### src/design/gpio_port_defs.svh
/*
  Register offsets, field layouts, reset values for the port block.
  Assumes inclusion by bare name from design files.
*/
`ifndef GPIO_PORT_DEFS_SVH
`define GPIO_PORT_DEFS_SVH

`define ADDR_W          8
`define PORT_W          8
`define NUM_PORTS       4
`define OFS_MASK_GROUP0 8'h6b
`define OFS_MASK_GROUP1 8'h6c
`define OFS_MASK_GROUP2 8'h6d
`define OFS_MASK_GROUP3 8'h73
`define OFS_GROUP_CTRL  8'h68
`define OFS_MCU_CTRL    8'h55
`define BIT_PULLUP_DIS  4
`define OFS_PORT_BASE   8'h20
`define PORT_STRIDE     8'h03
`define OFS_PINS_SUB    8'h00
`define OFS_DIR_SUB     8'h01
`define OFS_DATA_SUB    8'h02
`define RST_MASK        8'h00
`define RST_CTRL        8'h00

`endif

### src/design/gpio_port_pkg.sv
/*
  Types shared by the port block.
  Assumes nothing beyond the defs header.
*/
package gpio_port_pkg;
  typedef logic [7:0] byte_t;
  typedef enum logic [1:0] {
    SUB_PINS,
    SUB_DIR,
    SUB_DATA,
    SUB_NONE
  } port_sub_t;
endpackage : gpio_port_pkg

### src/design/pin_sample_if.sv
/*
  Carries synchronised pin levels and change pulses between modules.
  Assumes one clock domain.
*/
`timescale 1ns/1ps
interface pin_sample_if #(parameter int W = 32);
  logic [W-1:0] level;
  logic [W-1:0] changed;
  modport producer (output level, output changed);
  modport consumer (input level, input changed);
endinterface : pin_sample_if

### src/design/pin_sync.sv
/*
  Three-stage input synchroniser with change detection.
  Assumes pins are asynchronous to clk.
*/
`timescale 1ns/1ps
module pin_sync #(
  parameter int W = 32
) (
  input  wire logic         clk,
  input  wire logic         rstn,
  input  wire logic [W-1:0] pinIn,
  pin_sample_if.producer    smp
);
  logic [W-1:0] stage1;
  logic [W-1:0] stage2;
  logic [W-1:0] stage3;
  logic [W-1:0] level;

  // Only stage2/stage3 agreement is trusted; stage1 feeds stage2 alone
  always_ff @(posedge clk or negedge rstn) begin
    if (!rstn) begin
      stage1 <= '0;
      stage2 <= '0;
      stage3 <= '0;
    end else begin
      stage1 <= pinIn;
      stage2 <= stage1;
      stage3 <= stage2;
    end
  end

  always_ff @(posedge clk or negedge rstn) begin
    if (!rstn) begin
      level <= '0;
    end else begin
      for (int i = 0; i < W; i++) begin
        if (stage2[i] == stage3[i]) begin
          level[i] <= stage3[i];
        end
      end
    end
  end

  assign smp.level   = level;
  // Pulse only once stage2 and stage3 agree on a level new to us
  assign smp.changed = (level ^ stage3) & ~(stage2 ^ stage3);
endmodule : pin_sync

### src/design/gpio_port_pin_change_mask.sv
/*
  Four 8-bit general I/O ports plus pin-change mask registers.
  Assumes a single-cycle I/O register port (address, write strobe with
  data, read strobe) and external pin-change flag logic.
*/
`timescale 1ns/1ps
`include "gpio_port_defs.svh"
module gpio_port_pin_change_mask
  import gpio_port_pkg::*;
#(
  parameter int NP = `NUM_PORTS,
  parameter int PW = `PORT_W
) (
  input  wire logic                 clk,
  input  wire logic                 rstn,
  input  wire logic [`ADDR_W-1:0]   regAddr,
  input  wire logic                 regWrite,
  input  wire logic [7:0]           regWdata,
  input  wire logic                 regRead,
  output logic      [7:0]           regRdata,
  input  wire logic [NP*PW-1:0]     altEnable,
  input  wire logic [NP*PW-1:0]     altOut,
  input  wire logic [NP*PW-1:0]     altOe,
  input  wire logic [NP*PW-1:0]     pinIn,
  output logic      [NP*PW-1:0]     pinOut,
  output logic      [NP*PW-1:0]     pinOe,
  output logic      [NP*PW-1:0]     pullupEn,
  output logic      [NP-1:0]        groupChange
);
  localparam int N = NP * PW;

  // ---------------------------------------------------------------
  // Registers
  // ---------------------------------------------------------------
  byte_t      maskReg [NP];
  byte_t      portOutputData [NP];
  byte_t      portDirection [NP];
  logic [7:0] changeGroupControl;
  logic [7:0] mcuControlReg;
  logic       globalPullupDisable;
  logic [N-1:0] maskVec;
  logic [N-1:0] dataVec;
  logic [N-1:0] dirVec;
  logic [NP-1:0] groupEn;

  pin_sample_if #(.W(N)) smp ();

  pin_sync #(.W(N)) u_sync (
    .clk   (clk),
    .rstn  (rstn),
    .pinIn (pinIn),
    .smp   (smp)
  );

  assign globalPullupDisable = mcuControlReg[`BIT_PULLUP_DIS];

  // ---------------------------------------------------------------
  // Address decode
  // ---------------------------------------------------------------
  function automatic logic [`ADDR_W-1:0] maskOfs(input int g);
    unique case (g)
      0: maskOfs = `OFS_MASK_GROUP0;
      1: maskOfs = `OFS_MASK_GROUP1;
      2: maskOfs = `OFS_MASK_GROUP2;
      default: maskOfs = `OFS_MASK_GROUP3;
    endcase
  endfunction : maskOfs

  function automatic logic [`ADDR_W-1:0] portOfs(input int p,
                                                 input logic [7:0] sub);
    portOfs = `ADDR_W'(`OFS_PORT_BASE + p * `PORT_STRIDE + sub);
  endfunction : portOfs

  // Mask registers write-through; reset keeps every pin disabled
  always_ff @(posedge clk or negedge rstn) begin
    if (!rstn) begin
      for (int g = 0; g < NP; g++) begin
        maskReg[g] <= `RST_MASK;
      end
    end else if (regWrite) begin
      for (int g = 0; g < NP; g++) begin
        if (regAddr == maskOfs(g)) begin
          maskReg[g] <= regWdata;
        end
      end
    end
  end

  always_ff @(posedge clk or negedge rstn) begin
    if (!rstn) begin
      changeGroupControl <= `RST_CTRL;
      mcuControlReg      <= `RST_CTRL;
    end else if (regWrite) begin
      if (regAddr == `OFS_GROUP_CTRL) begin
        changeGroupControl <= {4'h0, regWdata[3:0]};
      end
      if (regAddr == `OFS_MCU_CTRL) begin
        mcuControlReg <= regWdata;
      end
    end
  end

  // Byte-wide writes carry the read-modify-write of bit set/clear
  // instructions, so one pin changes while the rest keep their value.
  always_ff @(posedge clk or negedge rstn) begin
    if (!rstn) begin
      for (int p = 0; p < NP; p++) begin
        portOutputData[p] <= 8'h00;
        portDirection[p]  <= 8'h00;
      end
    end else if (regWrite) begin
      for (int p = 0; p < NP; p++) begin
        if (regAddr == portOfs(p, `OFS_DATA_SUB)) begin
          portOutputData[p] <= regWdata;
        end else if (regAddr == portOfs(p, `OFS_PINS_SUB)) begin
          portOutputData[p] <= portOutputData[p] ^ regWdata;
        end
        if (regAddr == portOfs(p, `OFS_DIR_SUB)) begin
          portDirection[p] <= regWdata;
        end
      end
    end
  end

  // ---------------------------------------------------------------
  // Read path
  // ---------------------------------------------------------------
  always_ff @(posedge clk or negedge rstn) begin
    if (!rstn) begin
      regRdata <= 8'h00;
    end else if (regRead) begin
      regRdata <= 8'h00;
      for (int g = 0; g < NP; g++) begin
        if (regAddr == maskOfs(g)) begin
          regRdata <= maskReg[g];
        end
      end
      // Three addresses per port; pins reads synchronised levels, and a pins write toggles data
      for (int p = 0; p < NP; p++) begin
        if (regAddr == portOfs(p, `OFS_PINS_SUB)) begin
          regRdata <= smp.level[p*PW +: PW];
        end
        if (regAddr == portOfs(p, `OFS_DIR_SUB)) begin
          regRdata <= portDirection[p];
        end
        if (regAddr == portOfs(p, `OFS_DATA_SUB)) begin
          regRdata <= portOutputData[p];
        end
      end
      if (regAddr == `OFS_GROUP_CTRL) begin
        regRdata <= changeGroupControl;
      end
      if (regAddr == `OFS_MCU_CTRL) begin
        regRdata <= mcuControlReg;
      end
    end
  end

  // ---------------------------------------------------------------
  // Pin drivers, per pin
  // ---------------------------------------------------------------
  genvar gi;
  generate
    for (gi = 0; gi < N; gi++) begin : g_pin
      assign dataVec[gi] = portOutputData[gi / PW][gi % PW];
      assign dirVec[gi]  = portDirection[gi / PW][gi % PW];
      assign maskVec[gi] = maskReg[gi / PW][gi % PW];
      // Alternate override is per pin, so neighbours stay plain I/O
      always_ff @(posedge clk or negedge rstn) begin
        if (!rstn) begin
          pinOe[gi]    <= 1'b0;
          pinOut[gi]   <= 1'b0;
          pullupEn[gi] <= 1'b0;
        end else if (altEnable[gi]) begin
          pinOe[gi]    <= altOe[gi];
          pinOut[gi]   <= altOut[gi];
          pullupEn[gi] <= 1'b0;
        end else begin
          pinOe[gi]    <= dirVec[gi];
          pinOut[gi]   <= dirVec[gi] & dataVec[gi];
          pullupEn[gi] <= ~dirVec[gi] & dataVec[gi]
                          & ~globalPullupDisable;
        end
      end
    end
  endgenerate

  // ---------------------------------------------------------------
  // Pin-change masking
  // ---------------------------------------------------------------
  assign groupEn = changeGroupControl[NP-1:0];

  always_ff @(posedge clk or negedge rstn) begin
    if (!rstn) begin
      groupChange <= '0;
    end else begin
      for (int g = 0; g < NP; g++) begin
        groupChange[g] <= groupEn[g]
          & |(smp.changed[g*PW +: PW] & maskVec[g*PW +: PW]);
      end
    end
  end
endmodule : gpio_port_pin_change_mask

### config.mk
export PLATFORM = sky130hd
export DESIGN_NAME = gpio_port_pin_change_mask
export DESIGN_NICKNAME = d
export VERILOG_FILES = /design/src/design/gpio_port_pkg.sv /design/src/design/pin_sample_if.sv /design/src/design/pin_sync.sv /design/src/design/gpio_port_pin_change_mask.sv
export VERILOG_INCLUDE_DIRS = /design/src /design/src/design
export SDC_FILE = /design/constraint.sdc
export NUM_CORES = 1
export LEC_CHECK = 0
export ABC_AREA = 0
export BUFFER_PORTS_ARGS = -buffer_cell sky130_fd_sc_hd__buf_2
export CORE_ASPECT_RATIO = 0.6
export CORE_MARGIN = 3
export CORE_UTILIZATION = 60
export CTS_CLUSTER_DIAMETER = 60
export DETAILED_ROUTE_END_ITERATION = 12
export HOLD_SLACK_MARGIN = 0.15
export PLACE_DENSITY = 0.88
export SETUP_SLACK_MARGIN = 0.1
export SLEW_MARGIN = 25
export SYNTH_ARGS = -nofsm -noshare
export SYNTH_HDL_FRONTEND = slang
export SYNTH_HIERARCHICAL = 1
export SYNTH_SLANG_ARGS = --single-unit
export TNS_END_PERCENT = 10
### constraint.sdc
create_clock -name clk -period 3.1 [get_ports clk]
set_input_delay 0.31 -clock clk [delete_from_list [all_inputs] [get_ports clk]]
set_output_delay 0.31 -clock clk [all_outputs]
set_load 0.02 [all_outputs]
# After elaboration in Yosys (flattened, before gate mapping)

Index checks and enable logic that the tools add are counted.

Flip-flop bits (word level): 344
Input port bits: 148

Equal/unequal tests: 54
Muxes and demuxes: 130
Bitwise logic cells: 145
Reduce and logical (&&, ||, !) cells: 22

Operators with widths:

| kind                 | number |
|---|---|
| $mux W8              | 34 |
| $and A1 B1 Y1        | 100 |
| $eq A8 B6 Y1 const B | 12 |
| $mux W1              | 96 |
| $eq A8 B8 Y1         | 8 |
| $xor A32 B32 Y32     | 2 |
| $not A1 Y1           | 33 |
| $and A32 B32 Y32     | 1 |
| $and A8 B8 Y8        | 4 |
| $eq A1 B1 Y1         | 32 |
| $not A32 Y32         | 1 |
| $reduce_or A8 Y1     | 4 |
| $xor A8 B8 Y8        | 4 |
| $reduce_and A2 Y1    | 14 |
| $eq A8 B7 Y1 const B | 2 |
| $reduce_bool A2 Y1   | 4 |

# Depth between registers and ports, before layout

Word-level depth: 20
Gate-level depth with buffers: 9
Depth with buffers taken out: 6

# Modules after synthesis

The synthesis kept the hierarchy.

Modules (own cells, without submodules):

| module                    | instances | cells an instance | area each (sq um) |
|---|---|---|---|
| gpio_port_pin_change_mask | 1         | 931               | 10,174.8 |
| pin_sync                  | 1         | 258               | 4,048.9 |

# Worst setup path after synthesis

Ideal clock, no wire load.

Path kind: input to register
From: input regAddr[1]
To: register regRdata[2]
Data arrival time: 1.681 ns
Data required time: 2.982 ns
Path slack: 1.301 ns
Cell stages on the path: 7
Path buffers: 2
Cells stage by stage: buf_2 > nand2_2 > buf_2 > or4_1 > o221ai_1 > o21ai_1 > a21o_1

Word-level cells in the longest chain between the ends: 19
Elaborated cells between the ends (all ways): 36
Those cells by class: eq/ne (18); mux (18)

Ends and longest elaborated chain:

| item                   | line                             | source |
|---|---|---|
| start: declaration     | gpio_port_pin_change_mask.sv:16  | `` input wire logic [`ADDR_W-1:0] regAddr, `` |
| $eq A8 B8 Y1           | gpio_port_pin_change_mask.sv:134 | `if (regAddr == maskOfs(g)) begin` |
| $mux W8 (4 in a row)   | gpio_port_pin_change_mask.sv:134 |  |
| $mux W8                | gpio_port_pin_change_mask.sv:140 | `` if (regAddr == portOfs(p, `OFS_PINS_SUB)) begin `` |
| $mux W8                | gpio_port_pin_change_mask.sv:143 | `` if (regAddr == portOfs(p, `OFS_DIR_SUB)) begin `` |
| $mux W8                | gpio_port_pin_change_mask.sv:146 | `` if (regAddr == portOfs(p, `OFS_DATA_SUB)) begin `` |
| $mux W8                | gpio_port_pin_change_mask.sv:140 |  |
| $mux W8                | gpio_port_pin_change_mask.sv:143 |  |
| $mux W8                | gpio_port_pin_change_mask.sv:146 |  |
| $mux W8                | gpio_port_pin_change_mask.sv:140 |  |
| $mux W8                | gpio_port_pin_change_mask.sv:143 |  |
| $mux W8                | gpio_port_pin_change_mask.sv:146 |  |
| $mux W8                | gpio_port_pin_change_mask.sv:140 |  |
| $mux W8                | gpio_port_pin_change_mask.sv:143 |  |
| $mux W8                | gpio_port_pin_change_mask.sv:146 |  |
| $mux W8                | gpio_port_pin_change_mask.sv:150 | `` if (regAddr == `OFS_GROUP_CTRL) begin `` |
| $mux W8 *              | gpio_port_pin_change_mask.sv:153 | `` if (regAddr == `OFS_MCU_CTRL) begin `` |
| end signal: assignment | gpio_port_pin_change_mask.sv:144 | `regRdata <= portDirection[p];` |
| end signal: assignment | gpio_port_pin_change_mask.sv:147 | `regRdata <= portOutputData[p];` |
| end signal: assignment | gpio_port_pin_change_mask.sv:151 | `regRdata <= changeGroupControl;` |
| end: declaration       | gpio_port_pin_change_mask.sv:20  | `output logic [7:0] regRdata,` |

Every way passes the cells marked *; elsewhere a longest branch is shown, timed or not.
A chain may end at the register's enable or synchronous reset.

# Final worst setup path

From: input regAddr[0]
To: register regRdata[3]

The elaborated chain is that of the path after synthesis.

==> run summary <==
Startpoint class of the critical path: input pin
Skew-Pair Late Insertion Delay: 0.57 ns
Clock sink total: 344
Clock transition at path regs: 0.07 ns
Critical path arrival: 2.44 ns
Clock Root Buffer: clkbuf_16
Slew margin rel.: 0.494
DR vias/cell: 6.19
Top Ports: 256
Rows: 42
Peak VDD IR: 0.450 mV
Vias post-DR: 11.8k
Syn_nets: 1337
Min-delay src: regWdata[7]
Post-CTS sizing: 0
First drt pass iteration count: 6
Seq/Total Area, Yosys: 0.605
CTS tree: built
Worst clock skew: 0.0144 ns
DRC viols: 0
Htree depth: 1
Area grow syn2layout: 28.4%
Reg area: 8610 um2
Port Buffers: 255
Period Utilization, post-route: 0.648
CP Data Required Time: 3.53 ns
Dpl hpwl: 29.0 mm
Vias in the first global route: 12.3k
CP endpoint kind: flip-flop
Pin count of the biggest net entering global routing: 87
R2R setup slack: 1.17 ns
WHS Path Cells: 3
Worst min path class: in -> reg
Initial antenna violation count: 0
Gpl congestion: 0.949
Max-Cap Viols: 0
Max Clk Rate: 0.498 GHz
CP top delay family: simple AND/OR/NAND/NOR gates
Layout cells sized above 1: 0.283
Post-synthesis register bit count: 344
Async S/R FF share, synth: 1.00
Worst R2R Path Depth: 6
Die area: 25700 um2
CTS Buf Count: 29
Synth Flop Type: dfrtp_1
Critical path class: in -> reg
Setup-failing EPs final: 0
Placed Area: 15800 um2
Starting Density: 0.628
1st-iter DRT viols: 1578
CTS max path bufs: 3
RSZ-0062 raised after global routing: false
Multi-input logic area: 5340 um2
Final instance area: 18300 um2
Crit path largest cell delay: 0.63 ns
Nets: 1734
Status: complete, no violations
Worst Hold End: dataVec[23]$_DFFE_PN0P_
WL per Instance: 24.4 um
Global-route wire length before repair: 71.2 mm
Final WL: 46.6 mm
Cell count after synthesis: 1189
Grt ovf: 0
Slew @ Worst Pin: 0.749 ns
Hold Fails Final Rpt: 0
Final TNS setup: 0 ns
Placeable core area: 22600 um2
Crit path max fanout: 28
Critical-path cell list: buf_2, nand2_2, buf_4, or4_1, o221ai_1, a21oi_1, o22ai_1, a21oi_1
Buf/Inv on CP: 2
DIE WIDTH: 205 um
Layout filler cell count: 1281
Worst r2r dst: regRdata[7]$_DFFE_PN0P_
Leak: 8.38 nW
Most common cell on crit path: a21oi_1
Fin crit period: 2.01 ns
Total global-route track usage: 0.362
PD cells: 534 nW/um2
Max Slew Vio Count: 0
Syn Area/Cell: 12.0 um2
Detail Route Antenna Nets: 0
Critical R2R Launch: dataVec[7]$_DFFE_PN0P_
Die Y: 125 um
Number of distinct library cells after synthesis: 69
Synthesis Warnings: 6
Post-synth EDFFs: 0
Post-synthesis instance area: 14200 um2
Slowest cell on crit path: or4_1
-- metal layers --
layer | GRT usage | wire, um | vias up
li1 | - | - | 5134
met1 | 0.500 | 18700 | 5913
met2 | 0.578 | 21500 | 701
met3 | 0.0945 | 5110 | 101
met4 | 0.0982 | 1280 | 0
met5 | 0 | 0 | -
-- where the power goes --
part           internal [W]  switching (W)
Sequential          0.00473       0.000253
Combinational      0.000477       0.000594
Clock               0.00200        0.00170
-- how the worst max path moves through the flow --
stage,cells past startpoint,startpoint,end
2_1_floorplan,7,regAddr[1],regRdata[2]$_DFFE_PN0P_
3_3_place_gp,5,regAddr[2],dirVec[29]$_DFFE_PN0P_
3_5_place_dp,8,regAddr[0],regRdata[3]$_DFFE_PN0P_
4_1_cts,8,regAddr[0],regRdata[3]$_DFFE_PN0P_
5_1_grt,6,dataVec[7]$_DFFE_PN0P_,regRdata[7]$_DFFE_PN0P_
6_report,8,regAddr[0],regRdata[3]$_DFFE_PN0P_
-- what timing repair did --
item / CTS / global route
setup buffers: 0 / 0
hold endpoints to repair: 206 / 0
hold buffers: 147 / 0
-- layout make-up --
class,instances,area share
tap,308,0.0211
clock inverter,9,0.00487
sequential,344,0.472
multi-input combinational,781,0.292
inverter,9,0.00185
antenna,1,0.000137
clock buffer,41,0.0466
timing repair buffer,421,0.162
-- worst reg2reg max path, cell delays in order, from the launching register on --
cell and delay (ns):
dfrtp_1 0.46, o21ai_0 0.16, o21ai_0 0.12, a221o_1 0.30, a211oi_1 0.37, o221ai_1 0.21, a21o_1 0.21
-- cells in the mapped netlist (4+ instances only) --
cell	instances	area, um2
clkbuf_1	30	113
nand2b_1	36	225
nand2_2	4	25.0
o21ai_0	86	430
nor4_1	11	68.8
nor3_1	12	60.1
a22o_1	11	96.3
dfrtp_1	344	8610
nand2_1	152	571
o211ai_1	15	113
a21boi_0	4	30.0
nand3_1	18	90.1
a41oi_1	4	35.0
inv_1	8	30.0
o31ai_1	4	30.0
nand4_1	4	25.0
nor4b_1	32	280
mux2i_1	11	110
a21oi_1	41	205
o22ai_1	41	257
maj3_1	30	300
a22oi_1	24	180
and3_1	5	31.3
nor2_1	40	150
buf_1	4	15.0
buf_2	18	90.1
o221ai_1	9	78.8
a211oi_1	6	45.0
mux2_2	113	1270
a31oi_1	4	25.0
nand3b_1	4	30.0
o21ai_1	7	35.0
-- through the flow --
stage               power [W]  worst slack, ns  cells  utilization  hold WS [ns]
finish                0.00974             1.09   1914        0.806         0.242
CTS                   0.00965             1.19   1913        0.806         0.217
global placement      0.00588            0.545   1716        0.700         0.332
global route           0.0100            0.983   1913        0.806         0.248
floorplan             0.00543             1.30   1189            -        0.0144
detailed placement    0.00593            0.605   1716        0.700         0.335
-- sequential cells by signal (all words and copies together), names as in the netlist --
name	flops
pinOut	32
pinOe	32
changeGroupControl	4
groupChange	4
u_sync/smp.level	32
maskReg	32
mcuControlReg	8
u_sync/stage2	32
dirVec	32
pullupEn	32
u_sync/stage3	32
dataVec	32
regRdata	8
u_sync/stage1	32
-- kinds of logic (layout without fill, tap and decap cells) --
logic type      after synthesis  count (layout)  share of synthesized area
flops                       344             344                      0.605
simple gates                343             343                      0.127
compound gates              281             281                      0.125
mux                         127             127                      0.102
buf+inv                      64             480                     0.0195
fa+ha+maj                    30              30                     0.0211
other cells                   0               1                          0
-- cell usage in the layout, fill, tap and decap left out, types with 12 or more instances in the layout --
| master | instances |
|---|---|
| a22oi_1 | 24 |
| nand2_1 | 152 |
| dlygate4sd3_1 | 147 |
| nor4b_1 | 32 |
| nand3_1 | 18 |
| buf_2 | 254 |
| nand2b_1 | 36 |
| clkbuf_16 | 29 |
| buf_4 | 15 |
| dfrtp_1 | 343 |
| maj3_1 | 30 |
| o22ai_1 | 41 |
| o211ai_1 | 15 |
| a21oi_1 | 41 |
| o21ai_0 | 86 |
| mux2_2 | 113 |
| nor3_1 | 12 |
| nor2_1 | 40 |
Note: power is estimated with default switching activity, not from simulation.
